## src/core/vfr_pkg.sv

```systemverilog
/*
 * shared constants and types for the output-voltage supervision block:
 * command codes, response byte fields, reset values, states and register images.
 * assumes a single 100 MHz clock domain for everything that imports it.
 */
package vfr_pkg;

   // command codes of the limit words and the response byte
   localparam logic [7:0] CMD_OV_WARN = 8'h42;
   localparam logic [7:0] CMD_UV_WARN = 8'h43;
   localparam logic [7:0] CMD_UV_FAULT = 8'h44;
   localparam logic [7:0] CMD_UV_RESP = 8'h45;

   // response byte fields
   localparam int RESP_MODE_HI = 7;
   localparam int RESP_MODE_LO = 6;
   localparam int RESP_RETRY_HI = 5;
   localparam int RESP_RETRY_LO = 3;
   localparam int RESP_DLY_HI = 2;
   localparam int RESP_DLY_LO = 0;

   localparam logic [1:0] MODE_IGNORE = 2'h0;
   localparam logic [1:0] MODE_RUN_DELAY = 2'h1;
   localparam logic [1:0] MODE_OFF_RETRY = 2'h2;
   localparam logic [1:0] MODE_OFF_HOLD = 2'h3;
   localparam logic [2:0] RETRY_NONE = 3'h0;
   localparam logic [2:0] RETRY_FOREVER = 3'h7;

   // reset values
   localparam logic [15:0] OV_WARN_RST = 16'hffff;
   localparam logic [15:0] UV_WARN_RST = 16'h0000;
   localparam logic [15:0] UV_FAULT_RST = 16'h0000;
   localparam logic [7:0] RESP_RST = 8'h80;

   // synchroniser lanes
   localparam int SYNC_W = 3;
   localparam int SYNC_ON = 0;
   localparam int SYNC_BIAS = 1;
   localparam int SYNC_OTHER = 2;

   typedef enum logic [2:0] {
      ST_SHUT, ST_RUN, ST_DELAY, ST_OFF_WAIT, ST_ATTEMPT, ST_HOLD, ST_LATCHED
   } vfr_state_t;

   typedef struct packed {
      logic busy;
      logic done;
      logic [7:0] units;
      logic [15:0] cyc;
   } vfr_tmr_t;

   typedef struct packed {
      vfr_state_t fsm;
      logic [2:0] tries;
      logic [15:0] ov_lim;
      logic [15:0] uvw_lim;
      logic [15:0] uvf_lim;
      logic [7:0] resp;
      logic ov_warn;
      logic uv_warn;
      logic uv_fault;
      logic [SYNC_W-1:0] s1;
      logic [SYNC_W-1:0] s2;
      logic [15:0] rdata;
      logic rvalid;
      logic nack;
      logic attempt;
   } vfr_regs_t;

   // units remaining minus one for a delay code: 2**code units in all
   function automatic logic [7:0] vfr_units_m1(input logic [2:0] code);
      return 8'((9'h001 << code) - 9'h001);
   endfunction : vfr_units_m1

endpackage : vfr_pkg

```

## src/core/vfr_delay_timer.sv

```systemverilog
/*
 * delay timer: counts 2**code time units of unit_cycles clocks each,
 * and raises done for one cycle, during the last counting cycle.
 * assumes start comes from logic on the same clock; a start while busy reloads.
 */
`timescale 1ns/1ps
module vfr_delay_timer (
   // clock and reset
   input wire logic clk_in,
   input wire logic nrst_in,
   // control
   input wire logic start_in,
   input wire logic [2:0] code_in,
   input wire logic [15:0] unit_cycles_in,
   // status
   output logic busy_out,
   output logic done_out
);
   import vfr_pkg::*;

   vfr_tmr_t st_r;
   vfr_tmr_t st_nxt;
   logic [15:0] unit_m1;

   // a zero unit length is taken as one cycle so the timer always ends
   assign unit_m1 = (unit_cycles_in == 16'h0000) ? 16'h0000 : 16'(unit_cycles_in - 16'h0001);

   always_comb begin
      st_nxt = st_r;
      if (start_in) begin
         st_nxt.busy = 1'b1;
         st_nxt.units = vfr_units_m1(code_in);
         st_nxt.cyc = unit_m1;
      end else if (st_r.busy) begin
         if (st_r.cyc == 16'h0000) begin
            if (st_r.units == 8'h00) begin
               st_nxt.busy = 1'b0;
            end else begin
               st_nxt.units = 8'(st_r.units - 8'h01);
               st_nxt.cyc = unit_m1;
            end
         end else begin
            st_nxt.cyc = 16'(st_r.cyc - 16'h0001);
         end
      end
      // done flags the last busy cycle, so a restart loaded on the next edge adds no extra clock
      st_nxt.done = st_nxt.busy && st_nxt.cyc == 16'h0000 && st_nxt.units == 8'h00;
   end

   always_ff @(posedge clk_in or negedge nrst_in) begin
      if (!nrst_in) begin
         st_r <= '0;
      end else begin
         st_r <= st_nxt;
      end
   end

   assign busy_out = st_r.busy;
   assign done_out = st_r.done;
endmodule : vfr_delay_timer

```

## src/core/vfr_top.sv

```systemverilog
/*
 * output-voltage supervision: three 16-bit limit words, the under-voltage
 * fault response byte, limit comparators and the retry / delay sequencer.
 * assumes a command decoder on the same clock presents one word transfer per
 * strobe, and that measurement and time unit come from same-clock logic.
 * the control, bias and other-fault levels arrive from pins and are synchronised.
 */
`timescale 1ns/1ps

module vfr_top (
   // clock and reset
   input wire logic clk_in,
   input wire logic nrst_in,
   // command port
   input wire logic [7:0] cmd_in,
   input wire logic wr_in,
   input wire logic rd_in,
   input wire logic [15:0] wdata_in,
   output logic [15:0] rdata_out,
   output logic rvalid_out,
   output logic nack_out,
   // measurement and time base
   input wire logic [15:0] vout_meas_in,
   input wire logic [15:0] unit_cycles_in,
   // on/off and fault sources
   input wire logic on_cmd_in,
   input wire logic bias_ok_in,
   input wire logic other_fault_in,
   input wire logic clear_faults_in,
   // status
   output logic ov_warn_out,
   output logic uv_warn_out,
   output logic uv_fault_out,
   output logic out_enable_out,
   output logic attempt_out,
   output logic latched_off_out
);
   import vfr_pkg::*;

   vfr_regs_t st_r;
   vfr_regs_t st_nxt;
   logic t_start;
   logic t_done;
   logic t_busy;
   logic [1:0] mode;
   logic [2:0] retries;
   logic [2:0] dly_code;
   logic stop;
   logic fault;
   logic [SYNC_W-1:0] pins;

   assign mode = st_r.resp[RESP_MODE_HI:RESP_MODE_LO];
   assign retries = st_r.resp[RESP_RETRY_HI:RESP_RETRY_LO];
   assign dly_code = st_r.resp[RESP_DLY_HI:RESP_DLY_LO];
   assign fault = st_r.uv_fault;
   assign pins = {other_fault_in, bias_ok_in, on_cmd_in};
   assign stop = !st_r.s2[SYNC_ON] || !st_r.s2[SYNC_BIAS] || st_r.s2[SYNC_OTHER];

   vfr_delay_timer u_timer (
      .clk_in(clk_in),
      .nrst_in(nrst_in),
      .start_in(t_start),
      .code_in(dly_code),
      .unit_cycles_in(unit_cycles_in),
      .busy_out(t_busy),
      .done_out(t_done)
   );

   always_comb begin
      st_nxt = st_r;
      t_start = 1'b0;
      st_nxt.s1 = pins;
      st_nxt.s2 = st_r.s1;
      st_nxt.rvalid = 1'b0;
      st_nxt.nack = 1'b0;
      st_nxt.attempt = 1'b0;

      st_nxt.ov_warn = vout_meas_in > st_r.ov_lim;
      st_nxt.uv_warn = vout_meas_in < st_r.uvw_lim;
      st_nxt.uv_fault = vout_meas_in < st_r.uvf_lim;

      // whole-word transfers only; the response byte uses the low lane
      if (wr_in) begin
         case (cmd_in)
            CMD_OV_WARN: st_nxt.ov_lim = wdata_in;
            CMD_UV_WARN: st_nxt.uvw_lim = wdata_in;
            CMD_UV_FAULT: st_nxt.uvf_lim = wdata_in;
            CMD_UV_RESP: st_nxt.resp = wdata_in[7:0];
            default: st_nxt.nack = 1'b1;
         endcase
      end else if (rd_in) begin
         st_nxt.rvalid = 1'b1;
         case (cmd_in)
            CMD_OV_WARN: st_nxt.rdata = st_r.ov_lim;
            CMD_UV_WARN: st_nxt.rdata = st_r.uvw_lim;
            CMD_UV_FAULT: st_nxt.rdata = st_r.uvf_lim;
            CMD_UV_RESP: st_nxt.rdata = {8'h00, st_r.resp};
            default: begin
               st_nxt.rdata = 16'h0000;
               st_nxt.rvalid = 1'b0;
               st_nxt.nack = 1'b1;
            end
         endcase
      end

      if (stop) begin
         // a commanded off, bias loss or foreign fault ends any sequence
         st_nxt.fsm = ST_SHUT;
         st_nxt.tries = 3'h0;
      end else begin
         case (st_r.fsm)
            ST_SHUT: st_nxt.fsm = ST_RUN;
            ST_RUN: begin
               if (fault) begin
                  case (mode)
                     MODE_RUN_DELAY: begin
                        st_nxt.fsm = ST_DELAY;
                        t_start = 1'b1;
                     end
                     MODE_OFF_RETRY: begin
                        if (retries == RETRY_NONE) begin
                           st_nxt.fsm = ST_LATCHED;
                        end else begin
                           st_nxt.fsm = ST_OFF_WAIT;
                           t_start = 1'b1;
                        end
                     end
                     MODE_OFF_HOLD: st_nxt.fsm = ST_HOLD;
                     default: st_nxt.fsm = ST_RUN;
                  endcase
               end
            end
            ST_DELAY: begin
               // run-on time ended: a fault still present falls to the retry setting
               if (t_done) begin
                  if (!fault) begin
                     st_nxt.fsm = ST_RUN;
                  end else if (retries == RETRY_NONE) begin
                     st_nxt.fsm = ST_LATCHED;
                  end else begin
                     st_nxt.fsm = ST_OFF_WAIT;
                     t_start = 1'b1;
                  end
               end
            end
            ST_OFF_WAIT: begin
               if (t_done) begin
                  st_nxt.fsm = ST_ATTEMPT;
                  st_nxt.tries = 3'h1;
                  st_nxt.attempt = 1'b1;
                  t_start = 1'b1;
               end
            end
            ST_ATTEMPT: begin
               // each attempt is judged one delay after it started
               if (t_done) begin
                  if (!fault) begin
                     st_nxt.fsm = ST_RUN;
                     st_nxt.tries = 3'h0;
                  end else if (retries != RETRY_FOREVER && st_r.tries >= retries) begin
                     st_nxt.fsm = ST_LATCHED;
                  end else begin
                     st_nxt.attempt = 1'b1;
                     t_start = 1'b1;
                     if (retries != RETRY_FOREVER) begin
                        st_nxt.tries = st_r.tries + 3'h1;
                     end
                  end
               end
            end
            ST_HOLD: begin
               if (!fault) begin
                  st_nxt.fsm = ST_RUN;
               end
            end
            ST_LATCHED: begin
               if (clear_faults_in) begin
                  st_nxt.fsm = ST_RUN;
                  st_nxt.tries = 3'h0;
               end
            end
            default: st_nxt.fsm = ST_SHUT;
         endcase
      end
   end

   always_ff @(posedge clk_in or negedge nrst_in) begin
      if (!nrst_in) begin
         st_r.fsm <= ST_SHUT;
         st_r.tries <= 3'h0;
         st_r.ov_lim <= OV_WARN_RST;
         st_r.uvw_lim <= UV_WARN_RST;
         st_r.uvf_lim <= UV_FAULT_RST;
         st_r.resp <= RESP_RST;
         st_r.ov_warn <= 1'b0;
         st_r.uv_warn <= 1'b0;
         st_r.uv_fault <= 1'b0;
         st_r.s1 <= '0;
         st_r.s2 <= '0;
         st_r.rdata <= 16'h0000;
         st_r.rvalid <= 1'b0;
         st_r.nack <= 1'b0;
         st_r.attempt <= 1'b0;
      end else begin
         st_r <= st_nxt;
      end
   end

   assign rdata_out = st_r.rdata;
   assign rvalid_out = st_r.rvalid;
   assign nack_out = st_r.nack;
   assign ov_warn_out = st_r.ov_warn;
   assign uv_warn_out = st_r.uv_warn;
   assign uv_fault_out = st_r.uv_fault;
   assign attempt_out = st_r.attempt;
   assign latched_off_out = (st_r.fsm == ST_LATCHED);
   assign out_enable_out = (st_r.fsm == ST_RUN) || (st_r.fsm == ST_DELAY) || (st_r.fsm == ST_ATTEMPT);
endmodule : vfr_top

```

## config.mk

```make
export PLATFORM = sky130hd
export DESIGN_NAME = vfr_top
export DESIGN_NICKNAME = d
export VERILOG_FILES = /design/src/core/vfr_pkg.sv /design/src/core/vfr_delay_timer.sv /design/src/core/vfr_top.sv
export SDC_FILE = /design/constraint.sdc
export NUM_CORES = 1
export LEC_CHECK = 0
export BUFFER_PORTS_ARGS = -buffer_cell sky130_fd_sc_hd__buf_2
export CAP_MARGIN = 40
export CORE_MARGIN = 2
export CORE_UTILIZATION = 55
export DETAILED_ROUTE_END_ITERATION = 10
export GPL_ROUTABILITY_DRIVEN = 0
export PLACE_DENSITY_LB_ADDON = 0.25
export SLEW_MARGIN = 20
export SYNTH_ARGS = -nofsm -noshare
export SYNTH_HDL_FRONTEND = slang
export SYNTH_HIERARCHICAL = 1
export SYNTH_SLANG_ARGS = --single-unit
```

## constraint.sdc

```tcl
create_clock -name clk_in -period 7.75 [get_ports clk_in]
set_clock_uncertainty 0.05 [all_clocks]
set_input_delay 1.55 -clock clk_in [delete_from_list [all_inputs] [get_ports clk_in]]
set_output_delay 1.55 -clock clk_in [all_outputs]
set_load 0.05 [all_outputs]
```

==> results_dict.tcl <==
set metrics [dict create \
    holdWs_ns 0.301 \
    ctsResizeCount 0 \
    grt_max_degree 46 \
    status "completed" \
    tightestPinTransition_ns 0.779 \
    min_period_ns 4.10 \
    worst_setup_path_start_kind "flip-flop" \
    vias 6297 \
    synth_top_cell_area_share_pct 32.9 \
    p_leak_nw 3.89 \
    drc_errors 0 \
    grt_pass1_wl_um 31400 \
    rsz0062_at_grt "false" \
    fin_crit_sh_pct 53.0 \
    syn_nets 878 \
    pwr_density_cell_nw_per_um2 188 \
    synth_commonest_cells "dfrtp_1 (99), inv_1 (66), ha_1 (59), a21oi_1 (44), nand2_1 (38)" \
    yosys.area_share.adder_pct 9.79 \
    htreeDepth 4 \
    crit_chain "inv_1, ha_1, a21oi_1, o21ai_0, a21boi_1, o21ai_0, a211oi_2, buf_4, clkinv_1, o311ai_0, o41ai_1, or3_1, or4_1, nor4_2" \
    drt_iter0_markers 454 \
    crit_family "compound AO/OA/AOI/OAI gates" \
    path_class "flip-flop to flip-flop" \
    max_cap_viol_count 0 \
    hold_class "flip-flop to flip-flop" \
    synth-seq-cells 116 \
    crit_path_top_delay_cell "or4_1" \
    firstDrtPassIters 5 \
    synth.most_common_cell "dfrtp_1" \
    area_delta_synth_final_pct 14.8 \
    cts_tree "built" \
    die_width_um 121 \
    arrival_ns 4.38 \
    initial_core_util_pct 56.7 \
    port_buffers 87 \
    cts_max_path_buffers 2 \
    die_h_um 121 \
    finalSetupViolCount 0 \
    diodes 0 \
    crit_required_ns 8.03 \
    dieArea_um2 14700 \
    synthXorXnorAreaFrac_pct 2.32 \
    synth_top_area_cell "dfrtp_1" \
    dp_hpwl_um 14000 \
    clk_pin_slew_ns 0.05 \
    synth_edf_count 0 \
    grt.total_usage_pct 27.4 \
    muxShareOfSynthArea_pct 9.71 \
    cts-root-buf "clkbuf_16" \
    crit_path_end_kind "flip-flop" \
    cts_setup_buffers 0 \
    synth-seq-area-share_pct 38.8 \
    synth_top_family_by_area "simple AND/OR/NAND/NOR gates" \
    cpPeakStageDelay_ns 0.43 \
    synth-main-ff-cell "dfrtp_1" \
    wire_per_inst_um 18.8 \
    syn_area_per_cell_um2 9.98 \
    fin_setup_tns_ns 0 \
    synth_area_leaders "dfrtp_1 (33%), ha_1 (9.8%), dfstp_2 (5.9%)" \
    crit_fanout 30 \
    synth_cell_types 77 \
    boundaryPins 88 \
    relSlewSlack_pct 48.1 \
    vias_per_cell 6.22 \
    async_reset_ff_share_pct 100 \
    grt_pass1_vias 6271 \
    insertion_delay_ns 0.42 \
    fin_nets 947 \
    ys_warn_count 6 \
    fmax_ghz 0.244 \
    numClockSinks 116 \
    antenna_left 0 \
    yosys.area_share.simple_pct 16.6 \
    antenna_found_initial 0 \
    crit_top_cell "o21ai_0" \
    cts_buffers 17 \
    synth_compound_area_share_pct 16.2 \
    irDropWorstVdd_uv 133 \
    drive_gt1_share_pct 22.0 \
    critPathBufInv 3 \
    slew_violations 0 \
    finalHoldViolCount 0 \
    netlist_instances 755 \
    netlist_area_um2 7540 \
    rows 42 \
    n_fill_cell 1037 \
    grt-ovfl-total 0 \
    holdBufCountCts 0 \
    wl_um 19100 \
    fp.coreArea_um2 13300 \
]
==> cell type report <==
| cell class | instances | area, µm² | share of cell area, % |
|---|---|---|---|
| Clock inverter | 9 | 150 | 1.73 |
| Tap cell | 176 | 220 | 2.54 |
| Clock buffer | 23 | 478 | 5.52 |
| Timing Repair Buffer | 94 | 507 | 5.85 |
| Inverter | 67 | 251 | 2.91 |
| Multi-Input combinational cell | 528 | 4130 | 47.7 |
| Sequential cell | 116 | 2920 | 33.8 |
==> stage by stage <==
stage               util [%]  power [W]  worst slack, ns  instances  area (µm²)
floorplan                  -   0.000736             3.93        755        7540
CTS                     65.0    0.00164             3.74       1012        8650
finish                  65.1    0.00163             3.65       1013        8660
global route            65.1    0.00169             3.31       1013        8660
detailed placement      60.3   0.000806             3.66        980        8020
global placement        60.1   0.000797             3.75        978        7990
==> sequential cells by signal, indices dropped and copies added (netlist names) <==
name              cells
mode                  2
retries               3
attempt_out           1
dly_code              3
uv_fault_out          1
rvalid_out            1
u_timer/done_out      1
st_r                 57
rdata_out            16
ov_warn_out           1
st_nxt                3
u_timer/st_r         24
nack_out              1
uv_warn_out           1
u_timer/busy_out      1
==> where the power goes <==
part           internal, W  total, W  switching (W)
clock network     0.000561  0.000830       0.000269
logic            0.0000619  0.000155      0.0000933
registers         0.000628  0.000643      0.0000158
==> path summary, 6_finish.rpt <==
check / start / end / slack, ns / depth (start not counted)
max: retries[2]$_DFFE_PN0P_ / u_timer/done_out$_DFF_PN0_ / 3.65 / 14
min: st_nxt[19]$_DFF_PN0_ / st_r[19]$_DFF_PN0_ / 0.30 / 0
max reg2reg: retries[2]$_DFFE_PN0P_ / u_timer/done_out$_DFF_PN0_ / 3.65 / 14
min reg2reg: st_nxt[19]$_DFF_PN0_ / st_r[19]$_DFF_PN0_ / 0.30 / 0
max in group asynchronous: nrst_in / st_r[70]$_DFFE_PN1P_ / 5.39 / 3
min in group asynchronous: nrst_in / st_r[84]$_DFFE_PN0P_ / 1.10 / 1
==> kinds of logic after synthesis <==
group | count (synthesis)
compound gates | 178
flops | 116
fa+ha+maj | 59
buf+inv | 111
mux | 66
simple gates | 205
xor+xnor | 20
==> per-layer routing <==
metal | GRT usage, % | wire (µm) | vias up
li1 | - | - | 2933
met1 | 35.9 | 8220 | 3088
met2 | 44.4 | 9420 | 230
met3 | 5.55 | 975 | 46
met4 | 10.8 | 456 | 0
met5 | 0 | 0 | -
==> cell usage in the layout, fill, tap and decap left out, types with 10 or more instances in the layout <==
cell / Yosys / routed
a22oi_1: 16 / 16
a21oi_1: 44 / 44
dfstp_2: 17 / 17
o21ai_0: 27 / 27
mux2_2: 27 / 27
buf_2: 13 / 86
a221oi_1: 12 / 12
nand2b_1: 11 / 11
a22o_1: 10 / 10
mux2_1: 30 / 30
dfrtp_1: 99 / 99
ha_1: 59 / 59
nor3_1: 22 / 22
nor2_1: 31 / 31
nand2_1: 38 / 38
xnor2_1: 11 / 11
inv_1: 66 / 66
nand4_1: 13 / 13
or3_1: 10 / 10
nand3_1: 12 / 12
clkbuf_16: 0 / 17
No activity file was read; power rests on OpenSTA's default activity.
